`src/logic/adc_pkg.sv`:
```
// Purpose: shared constants and types of the converter control block
// Assumes: 8-bit register port, byte offsets 0 to 6
// Notes:   field positions, reset values and sample lengths live here
package adc_pkg;
	// register offsets
	localparam logic [2:0] OFS_SC1    = 3'h0;
	localparam logic [2:0] OFS_SC2    = 3'h1;
	localparam logic [2:0] OFS_RES_HI = 3'h2;
	localparam logic [2:0] OFS_RES_LO = 3'h3;
	localparam logic [2:0] OFS_CMP_HI = 3'h4;
	localparam logic [2:0] OFS_CMP_LO = 3'h5;
	localparam logic [2:0] OFS_CFG    = 3'h6;
	// first status/control fields
	localparam int SC1_FLAG = 7;
	localparam int SC1_IE   = 6;
	localparam int SC1_CONT = 5;
	// second status/control fields
	localparam int SC2_ACT  = 7;
	localparam int SC2_TRIG = 6;
	localparam int SC2_CMPE = 5;
	localparam int SC2_CMPG = 4;
	// configuration fields
	localparam int CFG_LPWR = 7;
	localparam int CFG_DIV  = 5;
	localparam int CFG_LONG = 4;
	localparam int CFG_MODE = 2;
	localparam int CFG_CLK  = 0;
	// reset values
	localparam logic [7:0] SC1_RESET = 8'h1F;
	localparam logic [7:0] SC2_RESET = 8'h00;
	localparam logic [7:0] CFG_RESET = 8'h00;
	// channel codes
	localparam logic [4:0] CH_LAST_PIN  = 5'h0F;
	localparam logic [4:0] CH_TEMP      = 5'h1A;
	localparam logic [4:0] CH_BANDGAP   = 5'h1B;
	localparam logic [4:0] CH_DISABLED  = 5'h1F;
	// sample lengths in conversion clock ticks and the top trial bit
	localparam logic [4:0] SAMPLE_SHORT = 5'h04;
	localparam logic [4:0] SAMPLE_LONG  = 5'h18;
	localparam logic [3:0] TOP_BIT      = 4'hB;
	typedef enum logic [1:0] {
		CLK_BUS      = 2'b00,
		CLK_BUS_HALF = 2'b01,
		CLK_ALT      = 2'b10,
		CLK_ASYNC    = 2'b11
	} clk_src_t;
	typedef enum logic [1:0] {
		FMT_8  = 2'b00,
		FMT_12 = 2'b01,
		FMT_10 = 2'b10
	} res_fmt_t;
endpackage

```
`src/logic/conv_if.sv`:
```
// Purpose: carrier between the control logic and the approximation sequencer
// Assumes: one clock domain
// Notes:   ctrl drives the requests, seq answers with state and result
`timescale 1ns/1ps
`default_nettype none
interface conv_if;
	logic        start;
	logic        abort;
	logic        tick;
	logic        long_sample;
	logic        comp_high;
	logic        sampling;
	logic        busy;
	logic        done;
	logic [11:0] trial;
	logic [11:0] result;
	modport ctrl (
		output start, abort, tick, long_sample, comp_high,
		input  sampling, busy, done, trial, result
	);
	modport seq (
		input  start, abort, tick, long_sample, comp_high,
		output sampling, busy, done, trial, result
	);
endinterface
`default_nettype wire

```
`src/logic/sar_sequencer.sv`:
```
// Purpose: sample phase and bit-by-bit successive approximation
// Assumes: tick is a one-cycle conversion clock enable
// Notes:   comp_high is high while the input is at or above the trial code
`timescale 1ns/1ps
`default_nettype none
module sar_sequencer (
	// clock and reset
	input wire logic ref_clk,
	input wire logic rst,
	// control side
	conv_if.seq      cv
);
	typedef enum logic [1:0] {
		S_IDLE   = 2'b00,
		S_SAMPLE = 2'b01,
		S_CONV   = 2'b10
	} seq_state_t;
	typedef struct packed {
		seq_state_t  st;
		logic [4:0]  cnt;
		logic [3:0]  bitpos;
		logic [11:0] sar;
		logic [11:0] res;
		logic        done;
	} seq_t;
	seq_t q;
	seq_t d;

	// one-hot weight of a bit position
	function automatic logic [11:0] weight(input logic [3:0] pos);
		weight = 12'(12'h001 << pos);
	endfunction

	// successive approximation, msb first
	always_comb begin
		d = q;
		d.done = 1'b0;
		case (q.st)
			S_SAMPLE: begin
				if (cv.tick) begin
					d.cnt = q.cnt - 5'h01;
					if (q.cnt == 5'h01) begin
						d.st = S_CONV;
						d.bitpos = adc_pkg::TOP_BIT;
						d.sar = weight(adc_pkg::TOP_BIT);
					end
				end
			end
			S_CONV: begin
				if (cv.tick) begin
					d.sar = cv.comp_high ? q.sar : (q.sar & ~weight(q.bitpos));
					if (q.bitpos == 4'h0) begin
						d.st = S_IDLE;
						d.res = d.sar;
						d.done = 1'b1;
						d.sar = 12'h000;
					end else begin
						d.bitpos = q.bitpos - 4'h1;
						d.sar = d.sar | weight(q.bitpos - 4'h1);
					end
				end
			end
			S_IDLE: d.st = S_IDLE;
			default: d.st = S_IDLE;
		endcase
		// abort drops the conversion, a start restarts sampling
		if (cv.abort) begin
			d.st = S_IDLE;
			d.sar = 12'h000;
			d.done = 1'b0;
		end
		if (cv.start) begin
			d.st = S_SAMPLE;
			d.sar = 12'h000;
			d.done = 1'b0;
			d.cnt = cv.long_sample ? adc_pkg::SAMPLE_LONG : adc_pkg::SAMPLE_SHORT;
		end
	end

	// state register
	always_ff @(posedge ref_clk or posedge rst) begin
		if (rst) begin
			q <= '0;
		end else begin
			q <= d;
		end
	end

	// answers to the control side
	assign cv.sampling = (q.st == S_SAMPLE);
	assign cv.busy     = (q.st != S_IDLE);
	assign cv.done     = q.done;
	assign cv.trial    = q.sar;
	assign cv.result   = q.res;
endmodule
`default_nettype wire

```
`src/logic/adc_control.sv`:
```
// Purpose: register file, clocking, triggering and result handling of the converter
// Assumes: register port strobes are one cycle; read data one cycle later
// Notes:   the analog mux, sample switch and comparator sit outside
`timescale 1ns/1ps
`default_nettype none
module adc_control (
	// clock and reset
	input  wire logic        ref_clk,
	input  wire logic        rst,
	// register port
	input  wire logic [2:0]  reg_addr,
	input  wire logic [7:0]  reg_wdata,
	input  wire logic        reg_wr,
	input  wire logic        reg_rd,
	output logic      [7:0]  reg_rdata,
	// clock sources and trigger
	input  wire logic        internal_async_conv_clock,
	input  wire logic        external_reference_clock,
	input  wire logic        hardware_trigger_input,
	// power modes
	input  wire logic        wait_mode,
	input  wire logic        shallow_stop_mode,
	input  wire logic        deep_stop_mode,
	// analog front end
	input  wire logic        comp_high,
	output logic      [4:0]  analog_channel,
	output logic             ext_pin_en,
	output logic             temperature_channel_en,
	output logic             bandgap_channel_en,
	output logic             converter_enable,
	output logic             low_power_en,
	output logic             sample_hold,
	output logic      [11:0] dac_code,
	// interrupt request
	output logic             irq
);
	typedef struct packed {
		logic [4:0]  ch;
		logic        ie;
		logic        cont;
		logic        flag;
		logic        trig;
		logic        cmp_en;
		logic        cmp_gt;
		logic        active;
		logic [11:0] cmp_val;
		logic [11:0] result;
		logic        lpwr;
		logic [1:0]  div;
		logic        longs;
		logic [1:0]  fmt;
		logic [1:0]  clksel;
		logic [2:0]  div_cnt;
		logic        half;
		logic        hw_s1;
		logic        hw_s2;
		logic        hw_s3;
		logic        ack_s1;
		logic        ack_s2;
		logic        ack_s3;
		logic        alt_s1;
		logic        alt_s2;
		logic        alt_s3;
		logic        tick;
		logic        start;
		logic        abort;
		logic [7:0]  rdata;
		logic        irq;
		logic [4:0]  mux;
		logic        pin_en;
		logic        temp_en;
		logic        bg_en;
		logic        conv_en;
	} ctl_t;
	ctl_t q;
	ctl_t d;
	conv_if cv ();

	logic any_stop;
	logic src_tick;
	logic hw_edge;
	logic cmp_true;
	logic [11:0] fmt_res;
	logic can_run;

	// last count of the divider for each divide setting
	function automatic logic [2:0] div_last(input logic [1:0] sel);
		case (sel)
			2'b00:   div_last = 3'h0;
			2'b01:   div_last = 3'h1;
			2'b10:   div_last = 3'h3;
			default: div_last = 3'h7;
		endcase
	endfunction

	// right justification of the raw code
	function automatic logic [11:0] format(input logic [11:0] raw, input logic [1:0] f);
		case (f)
			adc_pkg::FMT_12: format = raw;
			adc_pkg::FMT_10: format = {2'b00, raw[11:2]};
			default:         format = {4'h0, raw[11:4]};
		endcase
	endfunction

	// decoded conditions
	always_comb begin
		any_stop = shallow_stop_mode | deep_stop_mode;
		hw_edge = q.hw_s2 & ~q.hw_s3 & ~deep_stop_mode;
		fmt_res = format(cv.result, q.fmt);
		cmp_true = q.cmp_gt ? (fmt_res >= q.cmp_val) : (fmt_res < q.cmp_val);
		can_run = (q.ch != adc_pkg::CH_DISABLED) & ~deep_stop_mode;
		case (q.clksel)
			adc_pkg::CLK_BUS:      src_tick = ~any_stop;
			adc_pkg::CLK_BUS_HALF: src_tick = ~any_stop & q.half;
			adc_pkg::CLK_ALT:      src_tick = ~any_stop & q.alt_s2 & ~q.alt_s3;
			default:               src_tick = ~deep_stop_mode & q.ack_s2 & ~q.ack_s3;
		endcase
	end

	// next state of the control logic
	always_comb begin
		d = q;
		d.start = 1'b0;
		d.abort = 1'b0;
		d.tick = 1'b0;
		d.rdata = 8'h00;
		// synchronisers, first stage only feeds the second
		d.hw_s1 = hardware_trigger_input;
		d.hw_s2 = q.hw_s1;
		d.hw_s3 = q.hw_s2;
		d.ack_s1 = internal_async_conv_clock;
		d.ack_s2 = q.ack_s1;
		d.ack_s3 = q.ack_s2;
		d.alt_s1 = external_reference_clock;
		d.alt_s2 = q.alt_s1;
		d.alt_s3 = q.alt_s2;
		// conversion clock divider
		d.half = ~q.half;
		if (src_tick) begin
			if (q.div_cnt == div_last(q.div)) begin
				d.div_cnt = 3'h0;
				d.tick = 1'b1;
			end else begin
				d.div_cnt = q.div_cnt + 3'h1;
			end
		end
		// end of a conversion; a done landing just after an abort is stale
		if (cv.done && !q.abort) begin
			d.result = fmt_res;
			d.active = 1'b0;
			if (!q.cmp_en || cmp_true) begin
				d.flag = 1'b1;
			end
			if (q.cont && can_run) begin
				d.start = 1'b1;
				d.active = 1'b1;
			end
		end
		// hardware trigger start
		if (q.trig && hw_edge && can_run && !q.active) begin
			d.start = 1'b1;
			d.active = 1'b1;
		end
		// register reads, low result read clears the flag
		if (reg_rd) begin
			case (reg_addr)
				adc_pkg::OFS_SC1:    d.rdata = {q.flag, q.ie, q.cont, q.ch};
				adc_pkg::OFS_SC2:    d.rdata = {q.active, q.trig, q.cmp_en, q.cmp_gt, 4'h0};
				adc_pkg::OFS_RES_HI: d.rdata = {4'h0, q.result[11:8]};
				adc_pkg::OFS_RES_LO: d.rdata = q.result[7:0];
				adc_pkg::OFS_CMP_HI: d.rdata = {4'h0, q.cmp_val[11:8]};
				adc_pkg::OFS_CMP_LO: d.rdata = q.cmp_val[7:0];
				adc_pkg::OFS_CFG:    d.rdata = {q.lpwr, q.div, q.longs, q.fmt, q.clksel};
				default:             d.rdata = 8'h00;
			endcase
			if (reg_addr == adc_pkg::OFS_RES_LO && !cv.done) begin
				d.flag = 1'b0;
			end
		end
		// register writes
		if (reg_wr) begin
			case (reg_addr)
				adc_pkg::OFS_SC1: begin
					d.ch = reg_wdata[4:0];
					d.ie = reg_wdata[adc_pkg::SC1_IE];
					d.cont = reg_wdata[adc_pkg::SC1_CONT];
					if (!cv.done) begin
						d.flag = 1'b0;
					end
					d.abort = 1'b1;
					d.active = 1'b0;
					d.start = 1'b0;
					if (reg_wdata[4:0] != adc_pkg::CH_DISABLED && !q.trig && !deep_stop_mode) begin
						d.start = 1'b1;
						d.active = 1'b1;
					end
				end
				adc_pkg::OFS_SC2: begin
					d.trig = reg_wdata[adc_pkg::SC2_TRIG];
					d.cmp_en = reg_wdata[adc_pkg::SC2_CMPE];
					d.cmp_gt = reg_wdata[adc_pkg::SC2_CMPG];
				end
				adc_pkg::OFS_CMP_HI: d.cmp_val[11:8] = reg_wdata[3:0];
				adc_pkg::OFS_CMP_LO: d.cmp_val[7:0] = reg_wdata;
				adc_pkg::OFS_CFG: begin
					d.lpwr = reg_wdata[adc_pkg::CFG_LPWR];
					d.div = reg_wdata[adc_pkg::CFG_DIV +: 2];
					d.longs = reg_wdata[adc_pkg::CFG_LONG];
					d.fmt = reg_wdata[adc_pkg::CFG_MODE +: 2];
					d.clksel = reg_wdata[adc_pkg::CFG_CLK +: 2];
				end
				default: d.rdata = d.rdata;
			endcase
		end
		// deep stop halts the converter
		if (deep_stop_mode && q.active) begin
			d.abort = 1'b1;
			d.start = 1'b0;
			d.active = 1'b0;
		end
		// analog routing from the channel field
		d.mux = d.ch;
		d.pin_en = (d.ch <= adc_pkg::CH_LAST_PIN);
		d.temp_en = (d.ch == adc_pkg::CH_TEMP);
		d.bg_en = (d.ch == adc_pkg::CH_BANDGAP);
		d.conv_en = d.active | d.start;
		d.irq = d.flag & d.ie;
	end

	// control register
	always_ff @(posedge ref_clk or posedge rst) begin
		if (rst) begin
			q <= '0;
			q.ch <= adc_pkg::SC1_RESET[4:0];
			q.mux <= adc_pkg::SC1_RESET[4:0];
			q.ie <= adc_pkg::SC1_RESET[adc_pkg::SC1_IE];
			q.cont <= adc_pkg::SC1_RESET[adc_pkg::SC1_CONT];
			q.trig <= adc_pkg::SC2_RESET[adc_pkg::SC2_TRIG];
			q.cmp_en <= adc_pkg::SC2_RESET[adc_pkg::SC2_CMPE];
			q.cmp_gt <= adc_pkg::SC2_RESET[adc_pkg::SC2_CMPG];
			q.lpwr <= adc_pkg::CFG_RESET[adc_pkg::CFG_LPWR];
			q.div <= adc_pkg::CFG_RESET[adc_pkg::CFG_DIV +: 2];
			q.longs <= adc_pkg::CFG_RESET[adc_pkg::CFG_LONG];
			q.fmt <= adc_pkg::CFG_RESET[adc_pkg::CFG_MODE +: 2];
			q.clksel <= adc_pkg::CFG_RESET[adc_pkg::CFG_CLK +: 2];
		end else begin
			q <= d;
		end
	end

	// requests to the sequencer
	assign cv.start       = q.start;
	assign cv.abort       = q.abort;
	assign cv.tick        = q.tick;
	assign cv.long_sample = q.longs;
	assign cv.comp_high   = comp_high;

	// approximation sequencer
	sar_sequencer u_seq (
		.ref_clk (ref_clk),
		.rst     (rst),
		.cv      (cv)
	);

	// outputs from flip-flops, sample_hold decoded from the sequencer state
	assign reg_rdata              = q.rdata;
	assign analog_channel         = q.mux;
	assign ext_pin_en             = q.pin_en;
	assign temperature_channel_en = q.temp_en;
	assign bandgap_channel_en     = q.bg_en;
	assign converter_enable       = q.conv_en;
	assign low_power_en           = q.lpwr;
	assign sample_hold            = cv.sampling;
	assign dac_code               = cv.trial;
	assign irq                    = q.irq;
endmodule
`default_nettype wire

```
`config.mk`:
```
export PLATFORM = sky130hd
export DESIGN_NAME = adc_control
export DESIGN_NICKNAME = d
export VERILOG_FILES = /design/src/logic/adc_pkg.sv /design/src/logic/conv_if.sv /design/src/logic/sar_sequencer.sv /design/src/logic/adc_control.sv
export SDC_FILE = /design/constraint.sdc
export NUM_CORES = 1
export LEC_CHECK = 0
export ABC_AREA = 1
export BUFFER_PORTS_ARGS = -buffer_cell sky130_fd_sc_hd__clkbuf_2
export CORE_AREA = 10 10 115 117
export DETAILED_ROUTE_END_ITERATION = 12
export DIE_AREA = 0 0 125 127
export PLACE_DENSITY = 0.75
export SYNTH_ARGS = -nofsm -noshare
export SYNTH_HDL_FRONTEND = slang
export SYNTH_HIERARCHICAL = 1
export SYNTH_SLANG_ARGS = --single-unit
export TNS_END_PERCENT = 50
```
`constraint.sdc`:
```
create_clock -name ref_clk -period 2.21 [get_ports ref_clk]
set_input_delay 0.1105 -clock ref_clk [delete_from_list [all_inputs] [get_ports ref_clk]]
set_output_delay 0.1105 -clock ref_clk [all_outputs]
set_load 0.01 [all_outputs]
```
==> results_dict.tcl, run 1 <==
set metrics [dict create \
    clock_skew_ns 0.0112 \
    diodes 0 \
    worstSkewPairLatency_ns 0.36 \
    grt_pass1_vias 4614 \
    ios 54 \
    slowest_stage "dfrtp_1" \
    fmax_ghz 0.429 \
    synth_fp_nets 742 \
    worst-path-buf-inv 3 \
    design_area_sq_um 6670 \
    crit_path_end_kind "flip-flop" \
    path_class "reg2reg" \
    peakVddDrop_v 0.000492 \
    crit_chain "inv_2 > ha_4 > inv_8 > nand2_8 > buf_4 > o221ai_4 > ha_4 > a21oi_1 > nand2_1 > nand2_2 > nand3_2 > nand2_1 > nand3_1 > nand2_1 > nand2_1 > nand2_2 > nor2_1" \
    worst_pin_slew_ns 0.751 \
    hold_violations 0 \
    cts_buffer_depth 2 \
    fin_crit_sh_pct 106 \
    io_buffers 52 \
    clockRootBuffer "clkbuf_16" \
    h-tree-depth 3 \
    critPathArrivalTime_ns 2.58 \
    synth.avg_cell_area_sq_um 8.32 \
    drtIter0Drc 498 \
    outcome "complete, but fails checks" \
    num_vias 4705 \
    area_delta_synth_final_pct 15.3 \
    crit_start "q[36]" \
    max_slew_margin_pct 49.9 \
    dpl_cell_area_sq_um 6000 \
    netlist_instances 695 \
    hold_path.startpoint "reg_wdata[1]" \
    drc 0 \
    antenna_left 0 \
    rrSetupSlack_ns -0.12 \
    die_x_um 125 \
    min-delay-path-class "in2reg" \
    synth.cell_area_sq_um 5780 \
    min_period_ns 2.33 \
    nets 785 \
    grt-ovfl-total 0 \
    drive_above_1_share_pct 20.7 \
    numCtsBuffers 9 \
    chipHeight_um 127 \
    via_per_inst 5.31 \
    synth_warnings 6 \
    first_pass_iters 5 \
    dpl.hpwl_um 10500 \
    route.final.wire_length_um 14200 \
    power.density_nw_per_um2 952 \
    antenna_found_initial 0 \
    p_leak_nw 3.36 \
    crit_family "simple AND/OR/NAND/NOR gates" \
    cts_tree "yes" \
    worst_slack_ns -0.124 \
    violations "setup timing" \
    cts_num_sinks 109 \
    r2r-start "q[36]" \
    initial_core_util_pct 51.9 \
    rows 39 \
    wl_per_cell_um 16.0 \
    clkSlewWorstSetupHoldPaths_ns 0.08 \
    critPathMaxStageDelay_ns 0.40 \
    power_mw 6.35 \
    grt_max_degree 40 \
    start_kind "flip-flop" \
    grt_pass1_wl_um 23200 \
    setup_viol 2 \
    cpMostUsedCell "nand2_1" \
    core_sq_um 11100 \
    dieArea_sq_um 15900 \
    grt_usage_pct 17.7 \
    cp_data_required_time_ns 2.46 \
    rsz0062_at_grt "yes" \
    globalplace.congestion 0.948 \
    critPathMaxFanout 5 \
    cap_violations 0 \
    drv_slew 0 \
]
[worst reg2reg max path: stages (launching register included)]
cell and delay (ns):
dfrtp_1 0.40, inv_2 0.09, ha_4 0.23, inv_8 0.09
nand2_8 0.07, buf_4 0.15, o221ai_4 0.18, ha_4 0.24
a21oi_1 0.15, nand2_1 0.11, nand2_2 0.09, nand3_2 0.05
nand2_1 0.06, nand3_1 0.07, nand2_1 0.06, nand2_1 0.08
nand2_2 0.07, nor2_1 0.04
[where the power goes]
group	internal, mW	total (mW)	switching [mW]
logic	0.904	2.24	1.34
registers	2.28	2.51	0.223
clock network	0.794	1.60	0.804
total	3.98	6.35	2.37
[sequential cells by signal, summed over array words and instances (netlist names)]
| name | flops |
|---|---|
| q | 44 |
| u_seq/cv.result | 12 |
| u_seq/cv.trial | 12 |
| u_seq/q | 11 |
| reg_rdata | 8 |
| d | 6 |
| analog_channel | 5 |
| bandgap_channel_en | 1 |
| converter_enable | 1 |
| cv.abort | 1 |
| cv.long_sample | 1 |
| cv.start | 1 |
| cv.tick | 1 |
| ext_pin_en | 1 |
| irq | 1 |
| low_power_en | 1 |
| temperature_channel_en | 1 |
| u_seq/cv.done | 1 |
[metrics by stage]
stage	util, %	setup TNS [ns]	hold WS [ns]	worst slack (ns)	instances
after global placement	53.9	-0.251	0.219	-0.133	857
after floorplan	-	0	0.142	0.0127	695
after detailed placement	53.9	-0.448	0.221	-0.228	857
after CTS	58.3	-0.138	0.00782	-0.0823	882
final	59.9	-0.236	0.0140	-0.124	886
after global routing	59.9	-0.402	0.0235	-0.206	886
[path summary, 6_finish.rpt]
check / to / cells past startpoint
setup / recovery: irq / 17
hold / removal: analog_channel[1] / 3
setup reg to reg: irq / 17
hold reg to reg: d[27] / 0
max in group asynchronous: q[44] / 4
min in group asynchronous: u_seq/q[33] / 4
[area by class of cell]
class | count | area, sq um
fillers | 970 | 4460
well taps | 143 | 179
inverters | 106 | 413
clock inverters | 7 | 66.3
repair buffers | 80 | 505
flip-flops and latches | 109 | 2730
clock buffers | 9 | 225
multi-input cells | 432 | 2540
[timing repair]
item | 4_1_cts | 5_1_grt
setup endpoints to repair | 2 | 2
hold endpoints to repair | 70 | 0
gates resized for setup | 23 | 29
pin swaps | 10 | 16
hold buffers | 6 | 0
setup buffers | 3 | 4
[cell usage in the layout (no fill, tap or decap), drive strengths merged]
cell type and n:
o2bb2ai 1, dlygate4sd3 6, o22ai 15, o221ai 6
nor3 7, dfrtp 104, ha 25, clkinvlp 1
nand3 22, inv 110, nor2 35, nand2 184
o211ai 2, dfstp 5, o21ai 90, o31ai 2
clkbuf 61, xor2 2, a32o 1, a31oi 4
a21oi 16, a221oi 3, nand3b 1, a21o 1
a22oi 3, nand4 5, buf 22, a211oi 3
xnor2 2, clkinv 2, or2 2
[per-layer routing]
metal | vias to the layer above | wire length (um) | global-route usage [%]
met4 | 0 | 295 | 6.30
met5 | - | 0 | 0
met1 | 2247 | 6270 | 21.8
met2 | 130 | 7010 | 29.6
li1 | 2306 | - | -
met3 | 22 | 612 | 4.43
Note: power is estimated with default switching activity, not from simulation.
==> inputs of run 2 (changes only) <==
Settings changed: HOLD_SLACK_MARGIN set to 0.15.
==> results_dict.tcl, run 2 (same netlist as run 1, synthesis figures left out) <==
set metrics [dict create \
    outcome "complete, but fails checks" \
    violations "setup timing" \
    cts_num_sinks 109 \
    r2r_cells 21 \
    clock_skew_ns 0.00835 \
    peakVddDrop_v 0.000494 \
    hold_path.startpoint "reg_rd" \
    crit_chain "ha_4 > inv_8 > nand2_8 > inv_4 > nand2_1 > nand2_1 > a21oi_2 > ha_1 > inv_1 > nand2_1 > nand2_1 > nand2_1 > nand2_1 > nand2_2 > nand3_2 > nand2_1 > nand3_1 > nand2_1 > nand2_1 > nand2_2 > nor2_1" \
    dpl.hpwl_um 10500 \
    min_period_ns 2.31 \
    fillers 958 \
    io_buffers 52 \
    ios 54 \
    largest_reg_flops 44 \
    worstSkewPairLatency_ns 0.36 \
    num_vias 4735 \
    cpMostUsedCell "nand2_1" \
    critPathMaxStageDelay_ns 0.43 \
    path_class "reg2reg" \
    r2r_end "irq" \
    whs_path_depth 3 \
    power.density_nw_per_um2 944 \
    clockRootBuffer "clkbuf_16" \
    fin_cells 893 \
    min-delay-path-class "in2reg" \
    grt_pass1_wl_um 23400 \
    nets 792 \
    r2r-start "q[37]" \
    antenna_found_initial 0 \
    numCtsBuffers 9 \
    rrSetupSlack_ns -0.1 \
    globalplace.congestion 0.948 \
    initial_core_util_pct 51.9 \
    clkSlewWorstSetupHoldPaths_ns 0.08 \
    whs_ns 0.162 \
    drive_above_1_share_pct 20.5 \
    grt_usage_pct 17.9 \
    busiest_layer "met2" \
    dp.cells 857 \
    p_leak_nw 3.39 \
    fin_crit_sh_pct 104 \
    cts_tree "yes" \
    dieArea_sq_um 15900 \
    whs_endpoint "reg_rdata[3]" \
    drc 0 \
    antenna_left 0 \
    via_per_inst 5.30 \
    grt-ovfl-total 0 \
    h-tree-depth 3 \
    met2_usage_pct 29.8 \
    crit_family "simple AND/OR/NAND/NOR gates" \
    drtIter0Drc 486 \
    rows 39 \
    top_register "q" \
    die_x_um 125 \
    hold_violations 0 \
    post-route-util_pct 60.5 \
    slowest_stage "dfrtp_1" \
    route.final.wire_length_um 14300 \
    critPathMaxFanout 8 \
    drv_slew 0 \
    max_slew_margin_pct 50.2 \
    wl_per_cell_um 16.0 \
    setup_tns_ns -0.182 \
    start_kind "flip-flop" \
    worst-path-buf-inv 3 \
    crit_path_end_kind "flip-flop" \
    worst_pin_slew_ns 0.746 \
    cts_buffer_depth 2 \
    fmax_ghz 0.433 \
    rsz0062_at_grt "yes" \
    use_met3_pct 4.43 \
    critPathArrivalTime_ns 2.55 \
    use_met1_pct 22.1 \
    final_common_cell "nand2_1" \
    worst_slack_ns -0.0968 \
    cap_violations 0 \
    layout_common_cells "nand2_1, dfrtp_1, inv_1" \
    grt_pass1_vias 4653 \
    chipHeight_um 127 \
    core_sq_um 11100 \
    first_pass_iters 7 \
    diodes 0 \
    cp_data_required_time_ns 2.45 \
    grt_max_degree 40 \
    setup_viol 2 \
    area_delta_synth_final_pct 16.5 \
]
[run 2: layer usage]
metal  share of wire (%)  vias up
li1                    -     2320
met1                  43     2244
met2                  49      140
met3                 5.2       31
met4                 2.1        0
met5                   0        -
[run 2: how the worst max path moves through the flow]
stage	start	end	slack, ns	cells after the start
after floorplan	q[36]	irq	0.01	18
after global placement	q[36]	irq	-0.13	21
after detailed placement	q[36]	irq	-0.23	22
after CTS	q[37]	irq	-0.08	17
after global routing	q[36]	irq	-0.18	18
final	q[37]	irq	-0.1	21
[run 2: power by group]
part	leakage (nW)	switching (mW)	total, mW	internal (mW)
registers	1.35	0.224	2.51	2.28
logic	1.90	1.34	2.26	0.912
clock network	0.142	0.801	1.59	0.793
total	3.39	2.37	6.36	3.99
[run 2: cell type report]
type                            count  area (sq um)  share of cell area (%)
Clock buffer                        9           225                    3.34
Timing Repair Buffer               87           576                    8.55
Multi-Input combinational cell    432          2540                    37.7
Clock inverter                      7          66.3                   0.985
Inverter                          106           413                    6.13
Tap cell                          143           179                    2.66
Sequential cell                   109          2730                    40.6
[run 2: worst register-to-register path, cell delays in order, from the launching register on]
cell and delay (ns):
dfrtp_1 0.43, ha_4 0.33, inv_8 0.06, nand2_8 0.11, inv_4 0.05, nand2_1 0.07
nand2_1 0.07, a21oi_2 0.17, ha_1 0.17, inv_1 0.04, nand2_1 0.04, nand2_1 0.04
nand2_1 0.06, nand2_1 0.07, nand2_2 0.09, nand3_2 0.05, nand2_1 0.06, nand3_1 0.07
nand2_1 0.06, nand2_1 0.06, nand2_2 0.06, nor2_1 0.04
[run 2: metrics by stage]
stage,power (mW),cell area [sq um],worst slack (ns)
2_1_floorplan,3.86,5800,0.0127
3_3_place_gp,4.30,6000,-0.133
3_5_place_dp,4.38,6000,-0.228
4_1_cts,6.15,6560,-0.0823
5_1_grt,6.79,6740,-0.178
6_report,6.36,6740,-0.0968
[run 2: repair_timing]
action | in CTS | in global routing
setup endpoints to repair | 2 | 2
hold buffers | 13 | 0
pin swaps | 10 | 16
resized for setup | 23 | 29
endpoints found under the hold margin | 103 | 0
setup buffers | 3 | 4
